[config.mk]
export PLATFORM = sky130hd
export DESIGN_NAME = notcher_feed_press_control
export DESIGN_NICKNAME = d
export VERILOG_FILES = /design/src/hw/notcher_pkg.sv /design/src/hw/notcher_feed_press_control.sv
export SDC_FILE = /design/constraint.sdc
export NUM_CORES = 2
export LEC_CHECK = 0
export BUFFER_PORTS_ARGS = -buffer_cell sky130_fd_sc_hd__buf_2
export CORE_MARGIN = 2
export CORE_UTILIZATION = 30
export DETAILED_ROUTE_END_ITERATION = 8
export GPL_TIMING_DRIVEN = 0
export PLACE_DENSITY_LB_ADDON = 0.08
export SLEW_MARGIN = 20
export SYNTH_ARGS = -nofsm -noshare
export SYNTH_HDL_FRONTEND = slang
export SYNTH_SLANG_ARGS = --single-unit
[constraint.sdc]
create_clock -name SYS_CLK -period 39.1 [get_ports SYS_CLK]
set_input_delay 3.91 -clock SYS_CLK [delete_from_list [all_inputs] [get_ports SYS_CLK]]
set_output_delay 3.91 -clock SYS_CLK [all_outputs]
set_load 0.01 [all_outputs]
[src/hw/notcher_pkg.sv]
/*
  notcher_pkg: register map, field layout, reset values and timing counts
  for the feed-to-stop notcher control block.
  assumes a 100 MHz system clock and a 32-bit classic wishbone register bus.
*/
package notcher_pkg;

  localparam int unsigned CLK_HZ = 100_000_000;
  localparam int unsigned TICK_US = 1000;
  localparam int unsigned TICK_CYCLES = (CLK_HZ / 1_000_000) * TICK_US;

  // byte offsets on the register bus
  localparam logic [7:0] CTRL_OFFSET = 8'h00;
  localparam logic [7:0] STATUS_OFFSET = 8'h04;
  localparam logic [7:0] END_DOWN_OFFSET = 8'h08;
  localparam logic [7:0] END_UP_OFFSET = 8'h0C;
  localparam logic [7:0] V_DOWN_OFFSET = 8'h10;
  localparam logic [7:0] V_UP_OFFSET = 8'h14;
  localparam logic [7:0] END_REACT_OFFSET = 8'h18;
  localparam logic [7:0] V_REACT_OFFSET = 8'h1C;
  localparam logic [7:0] LEAD_OFFSET = 8'h20;
  localparam logic [7:0] TRAIL_OFFSET = 8'h24;
  localparam logic [7:0] V_DIE_OFFSET = 8'h28;
  localparam logic [7:0] TOL_OFFSET = 8'h2C;
  localparam logic [7:0] MIN_SLOW_OFFSET = 8'h30;
  localparam logic [7:0] STOP_REACT_OFFSET = 8'h34;
  localparam logic [7:0] TARGET_OFFSET = 8'h38;
  localparam logic [7:0] POS_OFFSET = 8'h3C;
  localparam logic [7:0] SPEED_OFFSET = 8'h40;
  localparam logic [7:0] DECEL_OFFSET = 8'h44;

  // control register fields
  localparam int CTRL_GO_BIT = 0;
  localparam int CTRL_JOGF_BIT = 1;
  localparam int CTRL_JOGR_BIT = 2;
  localparam int CTRL_PRESS_SEL_BIT = 3;
  localparam int CTRL_TWO_SPEED_BIT = 4;
  localparam int CTRL_FAST_SLOW_BIT = 5;
  localparam int CTRL_STOP_MODE_LSB = 6;
  localparam int CTRL_AUTO_DECEL_BIT = 8;
  localparam int CTRL_FLYING_BIT = 9;
  localparam int CTRL_ERR_CLR_BIT = 10;
  localparam int CTRL_REF_BIT = 11;

  // stop mode codes
  localparam logic [1:0] STOP_AUTO = 2'h0;
  localparam logic [1:0] STOP_MANUAL = 2'h1;
  localparam logic [1:0] STOP_OFF = 2'h2;

  // limits, times in ms, lengths in 0.0001 inch, stop reaction in 0.1 ms
  localparam logic [13:0] DWELL_MIN = 14'h0001;
  localparam logic [13:0] DWELL_MAX = 14'h270F;
  localparam logic [13:0] DWELL_RESET = 14'h0001;
  localparam logic [12:0] REACT_MAX = 13'h01F4;
  localparam logic [19:0] TOL_MIN = 20'h00005;
  localparam logic [19:0] TOL_MAX = 20'h186A0;
  localparam logic [19:0] TOL_RESET = 20'h003E8;
  localparam logic [16:0] STOP_REACT_MAX = 17'h1869F;
  localparam int AVG_DEPTH_LOG2 = 2;

  typedef enum logic [2:0] {
    MS_HALT, MS_RUN_FAST, MS_RUN_SLOW, MS_JOG_FWD, MS_JOG_REV
  } machine_state_t;

endpackage

[src/hw/notcher_feed_press_control.sv]
/*
  notcher_feed_press_control: feed-to-stop notcher controller. drives the
  four feed outputs, times the end and vee presses, checks stop tolerance,
  learns the stop reaction time. assumes position comes from logic on the
  same clock, while the detect switch arrives from a pin.
*/
`timescale 1ns/1ps
`default_nettype none
module notcher_feed_press_control
  import notcher_pkg::*;
#(
  parameter int TICK_LEN = TICK_CYCLES,
  parameter int POS_W = 32
) (
  input wire logic SYS_CLK,
  input wire logic RSTN,
  input wire logic CE,
  input wire logic [7:0] WB_ADR_I,
  input wire logic [31:0] WB_DAT_I,
  output logic [31:0] WB_DAT_O,
  input wire logic WB_WE_I,
  input wire logic [3:0] WB_SEL_I,
  input wire logic WB_CYC_I,
  input wire logic WB_STB_I,
  output logic WB_ACK_O,
  input wire logic DETECT,
  input wire logic [POS_W-1:0] POSITION,
  input wire logic MOVING,
  output logic OUT_FWD,
  output logic OUT_SLOW,
  output logic OUT_REV,
  output logic OUT_RUN,
  output logic END_PRESS,
  output logic V_PRESS,
  output logic TOL_ERROR
);

  initial begin
    if (TICK_LEN < 1 || POS_W < 21 || POS_W > 32) begin
      $error("notcher: unsupported parameter value");
    end
  end

  function automatic logic [31:0] lane_merge(input logic [31:0] old, input logic [31:0] nw,
                                             input logic [3:0] sel);
    for (int i = 0; i < 4; i++) begin
      lane_merge[i*8 +: 8] = sel[i] ? nw[i*8 +: 8] : old[i*8 +: 8];
    end
  endfunction

  function automatic logic [31:0] clamp(input logic [31:0] v, input logic [31:0] lo,
                                        input logic [31:0] hi);
    clamp = (v < lo) ? lo : ((v > hi) ? hi : v);
  endfunction

  // detect switch from a pin: two flops before use
  logic det_meta, det_sync, det_prev;
  always_ff @(posedge SYS_CLK) begin
    if (!RSTN) begin
      det_meta <= 1'b0;
      det_sync <= 1'b0;
      det_prev <= 1'b0;
    end else if (CE) begin
      det_meta <= DETECT;
      det_sync <= det_meta;
      det_prev <= det_sync;
    end
  end
  wire det_rise = det_sync & ~det_prev;

  // millisecond tick
  logic [31:0] tick_cnt;
  wire tick = (tick_cnt == 32'(TICK_LEN - 1));
  always_ff @(posedge SYS_CLK) begin
    if (!RSTN) tick_cnt <= '0;
    else if (CE) tick_cnt <= tick ? '0 : tick_cnt + 32'h1;
  end
  // tenth-ms sub tick for stop reaction resolution
  wire sub_tick = (tick_cnt % 32'(TICK_LEN / 10 > 0 ? TICK_LEN / 10 : 1)) == 32'h0;

  // registers
  logic [11:0] ctrl;
  logic [13:0] end_press_down_time, end_up_time, v_press_down_time, v_up_time;
  logic [12:0] end_react, v_react;
  logic [19:0] end_die_lead_offset, end_die_trail_offset, v_die_offset, tol, min_slow;
  logic [16:0] stop_react;
  logic [31:0] target, decel_dist, speed;
  logic tol_err, busy_flag;
  logic stop_react_wr;

  wire bus_req = WB_CYC_I & WB_STB_I & ~WB_ACK_O;
  wire bus_wr = bus_req & WB_WE_I;
  function automatic logic hit(input logic [7:0] a, input logic [7:0] off);
    hit = (a == off);
  endfunction

  logic [31:0] rd_mux;
  always_comb begin
    unique case (WB_ADR_I)
      CTRL_OFFSET: rd_mux = {20'h0, ctrl};
      STATUS_OFFSET: rd_mux = {29'h0, busy_flag, tol_err, det_sync};
      END_DOWN_OFFSET: rd_mux = {18'h0, end_press_down_time};
      END_UP_OFFSET: rd_mux = {18'h0, end_up_time};
      V_DOWN_OFFSET: rd_mux = {18'h0, v_press_down_time};
      V_UP_OFFSET: rd_mux = {18'h0, v_up_time};
      END_REACT_OFFSET: rd_mux = {19'h0, end_react};
      V_REACT_OFFSET: rd_mux = {19'h0, v_react};
      LEAD_OFFSET: rd_mux = {12'h0, end_die_lead_offset};
      TRAIL_OFFSET: rd_mux = {12'h0, end_die_trail_offset};
      V_DIE_OFFSET: rd_mux = {12'h0, v_die_offset};
      TOL_OFFSET: rd_mux = {12'h0, tol};
      MIN_SLOW_OFFSET: rd_mux = {12'h0, min_slow};
      STOP_REACT_OFFSET: rd_mux = {15'h0, stop_react};
      TARGET_OFFSET: rd_mux = target;
      POS_OFFSET: rd_mux = 32'(POSITION);
      SPEED_OFFSET: rd_mux = speed;
      DECEL_OFFSET: rd_mux = decel_dist;
      default: rd_mux = 32'h0;
    endcase
  end

  wire [31:0] wv_ctrl = lane_merge({20'h0, ctrl}, WB_DAT_I, WB_SEL_I);
  wire [31:0] wv_any = lane_merge(32'h0, WB_DAT_I, WB_SEL_I);

  // write strobes, one per register
  wire wr_ctrl = bus_wr & hit(WB_ADR_I, CTRL_OFFSET);
  wire wr_end_down = bus_wr & hit(WB_ADR_I, END_DOWN_OFFSET);
  wire wr_end_up = bus_wr & hit(WB_ADR_I, END_UP_OFFSET);
  wire wr_v_down = bus_wr & hit(WB_ADR_I, V_DOWN_OFFSET);
  wire wr_v_up = bus_wr & hit(WB_ADR_I, V_UP_OFFSET);
  wire wr_end_react = bus_wr & hit(WB_ADR_I, END_REACT_OFFSET);
  wire wr_v_react = bus_wr & hit(WB_ADR_I, V_REACT_OFFSET);
  wire wr_lead = bus_wr & hit(WB_ADR_I, LEAD_OFFSET);
  wire wr_trail = bus_wr & hit(WB_ADR_I, TRAIL_OFFSET);
  wire wr_v_die = bus_wr & hit(WB_ADR_I, V_DIE_OFFSET);
  wire wr_tol = bus_wr & hit(WB_ADR_I, TOL_OFFSET);
  wire wr_min_slow = bus_wr & hit(WB_ADR_I, MIN_SLOW_OFFSET);
  wire wr_target = bus_wr & hit(WB_ADR_I, TARGET_OFFSET);
  wire wr_decel = bus_wr & hit(WB_ADR_I, DECEL_OFFSET);
  // out-of-range entries are pinned to the limit, not refused
  wire [13:0] dwell_w = 14'(clamp(wv_any, 32'(DWELL_MIN), 32'(DWELL_MAX)));
  wire [12:0] react_w = 13'(clamp(wv_any, 32'h0, 32'(REACT_MAX)));
  wire [19:0] tol_w = 20'(clamp(wv_any, 32'(TOL_MIN), 32'(TOL_MAX)));

  always_ff @(posedge SYS_CLK) begin
    if (!RSTN) begin
      WB_ACK_O <= 1'b0;
      WB_DAT_O <= 32'h0;
    end else if (CE) begin
      WB_ACK_O <= bus_req;
      WB_DAT_O <= bus_req ? rd_mux : 32'h0;
    end
  end

  always_ff @(posedge SYS_CLK) begin
    if (!RSTN) begin
      ctrl <= {10'h0, STOP_AUTO} << CTRL_STOP_MODE_LSB;
      end_press_down_time <= DWELL_RESET;
      end_up_time <= DWELL_RESET;
      v_press_down_time <= DWELL_RESET;
      v_up_time <= DWELL_RESET;
      end_react <= '0;
      v_react <= '0;
      end_die_lead_offset <= '0;
      end_die_trail_offset <= '0;
      v_die_offset <= '0;
      tol <= TOL_RESET;
      min_slow <= '0;
      target <= '0;
      decel_dist <= '0;
    end else if (CE) begin
      ctrl[CTRL_GO_BIT] <= 1'b0;
      ctrl[CTRL_ERR_CLR_BIT] <= 1'b0;
      if (wr_ctrl) ctrl <= wv_ctrl[11:0];
      if (wr_end_down) end_press_down_time <= dwell_w;
      if (wr_end_up) end_up_time <= dwell_w;
      if (wr_v_down) v_press_down_time <= dwell_w;
      if (wr_v_up) v_up_time <= dwell_w;
      if (wr_end_react) end_react <= react_w;
      if (wr_v_react) v_react <= react_w;
      if (wr_lead) end_die_lead_offset <= wv_any[19:0];
      if (wr_trail) end_die_trail_offset <= wv_any[19:0];
      if (wr_v_die) v_die_offset <= wv_any[19:0];
      if (wr_tol) tol <= tol_w;
      if (wr_min_slow) min_slow <= wv_any[19:0];
      if (wr_target) target <= wv_any;
      if (wr_decel) decel_dist <= wv_any;
    end
  end
  assign stop_react_wr = bus_wr & hit(WB_ADR_I, STOP_REACT_OFFSET);

  wire [1:0] stop_mode = ctrl[CTRL_STOP_MODE_LSB +: 2];
  wire two_speed = ctrl[CTRL_TWO_SPEED_BIT];
  wire fast_slow = ctrl[CTRL_FAST_SLOW_BIT];
  wire press_vee = ctrl[CTRL_PRESS_SEL_BIT];
  wire flying = ctrl[CTRL_FLYING_BIT];

  // speed estimate: position change per ms
  logic [POS_W-1:0] pos_last;
  always_ff @(posedge SYS_CLK) begin
    if (!RSTN) begin
      pos_last <= '0;
      speed <= '0;
    end else if (CE && tick) begin
      pos_last <= POSITION;
      speed <= 32'(POSITION - pos_last);
    end
  end

  // distances; position counts from the detect switch
  wire [31:0] die_off = press_vee ? {12'h0, v_die_offset} : {12'h0, end_die_lead_offset};
  wire [31:0] past = 32'(POSITION) - die_off;
  wire [31:0] remain = (target > past) ? target - past : 32'h0;
  // stop reaction in 0.1 ms times speed per ms gives distance lead
  wire [48:0] lead_full = 49'(stop_react) * 49'(speed) / 49'h0A;
  wire [31:0] lead = (stop_mode == STOP_OFF) ? 32'h0 : 32'(lead_full);
  wire [31:0] slow_at = ctrl[CTRL_AUTO_DECEL_BIT] ? decel_dist + {12'h0, min_slow}
                                                   : {12'h0, min_slow};
  wire stop_point = remain <= lead;
  wire slow_point = two_speed && (remain <= slow_at);
  wire [31:0] err_abs = (past > target) ? past - target : target - past;
  wire in_tol = (stop_mode == STOP_OFF) || (err_abs <= {12'h0, tol});

  typedef enum logic [2:0] {
    SEQ_IDLE, SEQ_FEED, SEQ_SETTLE, SEQ_REACT, SEQ_DOWN, SEQ_UP
  } seq_t;
  seq_t seq, next_seq;
  machine_state_t mstate, next_mstate;
  logic [16:0] timer;
  logic [16:0] rest_time;
  logic [16:0] hist [1 << AVG_DEPTH_LOG2];
  logic seq_fire;

  always_comb begin
    next_seq = seq;
    next_mstate = MS_HALT;
    unique case (seq)
      SEQ_IDLE: begin
        if (ctrl[CTRL_JOGF_BIT] || ctrl[CTRL_REF_BIT]) next_mstate = MS_JOG_FWD;
        else if (ctrl[CTRL_JOGR_BIT]) next_mstate = MS_JOG_REV;
        if (ctrl[CTRL_GO_BIT] && !tol_err) next_seq = SEQ_FEED;
      end
      SEQ_FEED: begin
        next_mstate = slow_point ? MS_RUN_SLOW : MS_RUN_FAST;
        if (stop_point) begin
          next_mstate = MS_HALT;
          next_seq = SEQ_SETTLE;
        end
      end
      SEQ_SETTLE: begin
        if (!MOVING) next_seq = in_tol ? (flying ? SEQ_REACT : SEQ_DOWN) : SEQ_IDLE;
      end
      SEQ_REACT: if (timer == '0) next_seq = SEQ_DOWN;
      SEQ_DOWN: if (timer == '0) next_seq = SEQ_UP;
      SEQ_UP: if (timer == '0) next_seq = SEQ_IDLE;
      default: next_seq = SEQ_IDLE;
    endcase
  end

  logic [16:0] avg_sum;
  always_comb begin
    avg_sum = '0;
    for (int i = 0; i < (1 << AVG_DEPTH_LOG2); i++) avg_sum = avg_sum + (hist[i] >> AVG_DEPTH_LOG2);
  end

  always_ff @(posedge SYS_CLK) begin
    if (!RSTN) begin
      seq <= SEQ_IDLE;
      mstate <= MS_HALT;
      timer <= '0;
      rest_time <= '0;
      tol_err <= 1'b0;
      busy_flag <= 1'b0;
      stop_react <= '0;
      for (int i = 0; i < (1 << AVG_DEPTH_LOG2); i++) hist[i] <= '0;
    end else if (CE) begin
      seq <= next_seq;
      mstate <= next_mstate;
      busy_flag <= (next_seq != SEQ_IDLE);
      if (seq == SEQ_SETTLE && !MOVING && !in_tol) tol_err <= 1'b1;
      else if (ctrl[CTRL_ERR_CLR_BIT]) tol_err <= 1'b0;
      if (seq == SEQ_FEED && stop_point) rest_time <= '0;
      else if (seq == SEQ_SETTLE && sub_tick && rest_time != STOP_REACT_MAX)
        rest_time <= rest_time + 17'h1;
      if (seq == SEQ_SETTLE && !MOVING && stop_mode == STOP_AUTO) begin
        for (int i = (1 << AVG_DEPTH_LOG2) - 1; i > 0; i--) hist[i] <= hist[i-1];
        hist[0] <= rest_time;
      end
      // manual mode keeps the entered value untouched
      if (stop_react_wr) stop_react <= 17'(clamp(wv_any, 32'h0, 32'(STOP_REACT_MAX)));
      else if (seq == SEQ_IDLE && stop_mode == STOP_AUTO && det_rise)
        stop_react <= 17'(clamp(32'(avg_sum), 32'h0, 32'(STOP_REACT_MAX)));
      if (seq != next_seq) begin
        unique case (next_seq)
          SEQ_REACT: timer <= {4'h0, press_vee ? v_react : end_react};
          SEQ_DOWN: timer <= {3'h0, press_vee ? v_press_down_time : end_press_down_time};
          SEQ_UP: timer <= {3'h0, press_vee ? v_up_time : end_up_time};
          default: timer <= '0;
        endcase
      end else if (tick && timer != '0) begin
        timer <= timer - 17'h1;
      end
    end
  end
  assign seq_fire = (seq == SEQ_REACT) || (seq == SEQ_DOWN);

  // output encoding; jog and reference never use slow
  wire p_fwd = (mstate == MS_RUN_FAST) || (mstate == MS_JOG_FWD) ||
               (mstate == MS_RUN_SLOW && !fast_slow);
  wire p_slow = (mstate == MS_RUN_SLOW) || (mstate == MS_HALT && !fast_slow);
  wire p_rev = (mstate == MS_JOG_REV);
  wire p_run = (mstate == MS_RUN_FAST) || (mstate == MS_RUN_SLOW);

  always_ff @(posedge SYS_CLK) begin
    if (!RSTN) begin
      OUT_FWD <= 1'b0;
      OUT_SLOW <= 1'b0;
      OUT_REV <= 1'b0;
      OUT_RUN <= 1'b0;
      END_PRESS <= 1'b0;
      V_PRESS <= 1'b0;
      TOL_ERROR <= 1'b0;
    end else if (CE) begin
      OUT_FWD <= p_fwd;
      OUT_SLOW <= p_slow;
      OUT_REV <= p_rev;
      OUT_RUN <= p_run;
      END_PRESS <= seq_fire && !press_vee;
      V_PRESS <= seq_fire && press_vee;
      TOL_ERROR <= tol_err;
    end
  end

endmodule // notcher_feed_press_control
`default_nettype wire

==> impl_metrics.env <==
export IMPL_hold_start="pos_last[8]$_SDFFE_PN0P_"
export IMPL_period_share=0.9032
export IMPL_coreArea_sq_um=219100
export IMPL_critPathKind="flip-flop to flip-flop"
export IMPL_vias=65569
export IMPL_syn_instance_count=8504
export IMPL_rsz0062_at_grt="no"
export IMPL_clk_latency_ps=690
export IMPL_hold_viol=0
export IMPL_fp_dieW_um=472.7
export IMPL_dp_hpwl_um=247100
export IMPL_gr_total_overflow=0
export IMPL_fin_util=0.3319
export IMPL_synth_distinct_cells=156
export IMPL_ys_seq_area_frac=0.1659
export IMPL_die_h_um=472.7
export IMPL_ys_flop_type="dfxtp_1"
export IMPL_drt_pass1_iter_count=6
export IMPL_vias_per_cell=5.639
export IMPL_track_usage=0.2648
export IMPL_clock_path_buffers=3
export IMPL_drive_above_1_share=0.06523
export IMPL_end_kind="flip-flop"
export IMPL_cp_start_kind="flip-flop"
export IMPL_min_period_ps=35310
export IMPL_dieArea_sq_um=223400
export IMPL_path_clk_slew_ps=60
export IMPL_arrival_ps=35910
export IMPL_numPortBuffers=119
export IMPL_tns_ps=0
export IMPL_cp_slowest_stage_delay_ps=800
export IMPL_drtAntennaViolNets=0
export IMPL_critical_path_required_ps=39700
export IMPL_ys_async_sr_fraction=0
export IMPL_timing_fmax_mhz=28.32
export IMPL_slew_violations=0
export IMPL_syn_nets=9434
export IMPL_leakage_nw=29.21
export IMPL_status="completed"
export IMPL_setup_viol=0
export IMPL_maxCapViolCount=0
export IMPL_tightest_slew_ps=1288
export IMPL_avgSynthCellArea_sq_um=7.750
export IMPL_crit_fanout=10
export IMPL_antenna_found_initial=14
export IMPL_cts_resized=0
export IMPL_fin_nets=9631
export IMPL_crit_reg2reg_launch="speed[20]$_SDFFE_PN0P_"
export IMPL_htreeDepth=3
export IMPL_worst_slew_margin_rel=0.1412
export IMPL_holdWs_ps=449.5
export IMPL_startpoint="speed[20]$_SDFFE_PN0P_"
export IMPL_root_buffer="clkbuf_16"
export IMPL_gp_congestion=0.9881
export IMPL_holdCritPathClass="flip-flop to flip-flop"
export IMPL_ir_drop_v=0.00003131
export IMPL_synthToLayoutAreaGrowth_pct=10.34
export IMPL_grt_pass1_wl_um=442400
export IMPL_drc=0
export IMPL_cts_sinks=516
export IMPL_cts_buffers=66
export IMPL_drt_iter0_drc=5761
export IMPL_p_per_area_nw_per_um2=20.09
export IMPL_yosysWarnings=0
export IMPL_syn_area_sq_um=65900
export IMPL_grt_pass1_vias=63123
export IMPL_synth_edf_count=60
export IMPL_critPathSlowestCell="o21ai_0"
export IMPL_grt_start_max_net_pins=51
export IMPL_ctsHoldBuffers=0
export IMPL_fin_skew_ps=63.54
export IMPL_row_count=172
export IMPL_cts_tree="done"
export IMPL_drt_total_wl_um=304900
export IMPL_ys_ff_latch=516
export IMPL_wl_per_cell_um=26.23
export IMPL_start_util=0.3008
export IMPL_cts_setup_buffers=0
export IMPL_ioPinCount=124
-- final timing paths --
check,to,slack [ps],depth (start not counted)
worst max register to register,timer[11]$_SDFFE_PN0P_,3790,109
worst min-delay path,pos_last[8]$_SDFFE_PN0P_,450,2
worst max-delay path,timer[11]$_SDFFE_PN0P_,3790,109
worst min register to register,pos_last[8]$_SDFFE_PN0P_,450,2
-- critical path: cells and delay by family (launching register included) --
kind                       cells  cell delay [ps]
DFF                            1              300
adders and majority gates      8             3880
buffers and inverters         18             5250
and+or+nand+nor               23             5860
AOI/OAI and AO/OA             55            18400
muxes                          5             1390
-- state kept, by name (all words and copies together) (netlist names), 20 cells and up --
register / cells
min_slow: 20
WB_DAT_O: 32
end_die_trail_offset: 20
decel_dist: 32
target: 32
pos_last: 32
speed: 32
tick_cnt: 32
end_die_lead_offset: 20
v_die_offset: 20
tol: 20
hist: 60
-- per-layer routing --
layer / vias to the layer above / global-route usage / wire length, um
li1: 30254 / - / -
met1: 32750 / 0.3566 / 135600
met2: 2114 / 0.4316 / 139600
met3: 445 / 0.02891 / 15570
met4: 6 / 0.1065 / 14140
met5: - / 0 / 41
-- synthesized netlist by cell type (all sizes together) (56+ instances only) --
| master | instances | area, sq um |
|---|---|---|
| clkbuf | 392 | 1475 |
| a22oi | 131 | 998.5 |
| mux2i | 142 | 1438 |
| edfxtp | 60 | 1802 |
| o211ai | 83 | 653.1 |
| o21bai | 66 | 499.2 |
| buf | 119 | 715.7 |
| nor3 | 163 | 840.8 |
| nor2 | 803 | 3042 |
| a221oi | 56 | 551.8 |
| nand3 | 220 | 1106 |
| fa | 484 | 9689 |
| a211oi | 113 | 890.8 |
| ha | 362 | 4529 |
| a31oi | 83 | 613.1 |
| nand4 | 110 | 694.4 |
| a21oi | 675 | 3408 |
| nand2 | 1001 | 3760 |
| and2 | 319 | 1998 |
| xnor2 | 272 | 2442 |
| nand2b | 58 | 362.9 |
| a21o | 195 | 1464 |
| dfxtp | 456 | 9129 |
| and3 | 70 | 442.9 |
| o21ai | 333 | 1693 |
| inv | 719 | 2699 |
| xor2 | 114 | 998.5 |
-- cell families after synthesis --
kind of cell	count (synthesis)	synth area share
AND/OR/NAND/NOR	3020	0.2167
AO/OA/AOI/OAI	2317	0.2461
multiplexers	166	0.02609
XOR/XNOR	386	0.05221
flip-flops	516	0.1659
buffers and inverters	1237	0.07486
adder cells (fa/ha/maj)	862	0.2182
-- power by group --
part           switching (mW)  leakage [nW]  total (mW)  internal (mW)
sequential            0.00703          4.29       0.549          0.542
clock                   0.285          1.15       0.691          0.406
combinational           0.149          23.8       0.221         0.0720
total                   0.441          29.2        1.46           1.02
-- layout by cell type, fill, tap and decap left out, types with 36 or more instances in the layout --
cell type and count:
mux2i_1 140, o211ai_1 77, and3_1 69, xor2_1 114, o221ai_1 36, buf_2 180
and2_1 312, nor2b_1 55, o21a_1 43, nor4_1 42, a22o_1 38, inv_1 719
o21ai_0 279, ha_1 362, clkbuf_1 393, a211oi_1 106, xnor2_1 263, nand2b_1 58
nand2_1 999, o21bai_1 65, nor3_1 158, or3_1 39, o22ai_1 38, clkbuf_16 66
dfxtp_1 456, a31oi_1 75, a21o_1 195, nand3_1 219, o21ai_1 47, a22oi_1 128
nand4_1 109, a221oi_1 48, a21oi_1 669, fa_1 484, edfxtp_1 60, nor2_1 789
-- layout make-up --
| cell class | count | area (sq um) |
|---|---|---|
| repair buffers | 129 | 726.9 |
| flip-flops and latches | 516 | 10930 |
| clock buffers | 87 | 1810 |
| inverters | 723 | 2715 |
| plain buffers | 514 | 2231 |
| well taps | 2871 | 3592 |
| multi-input cells | 6751 | 50120 |
| fillers | 23638 | 146400 |
| diodes | 2 | 5.005 |
| clock inverters | 34 | 585.6 |
-- stage by stage --
step	instances	worst slack [ps]	total power, mW	instance area, sq um
detailed placement	11503	4167	0.7785	70290
global placement	11494	3508	0.7774	70090
CTS	11624	4000	1.470	72680
finish	11627	3785	1.461	72710
floorplan	8504	14580	0.6961	65900
global route	11625	1705	1.511	72710
Power figures use the tool's default switching activity.
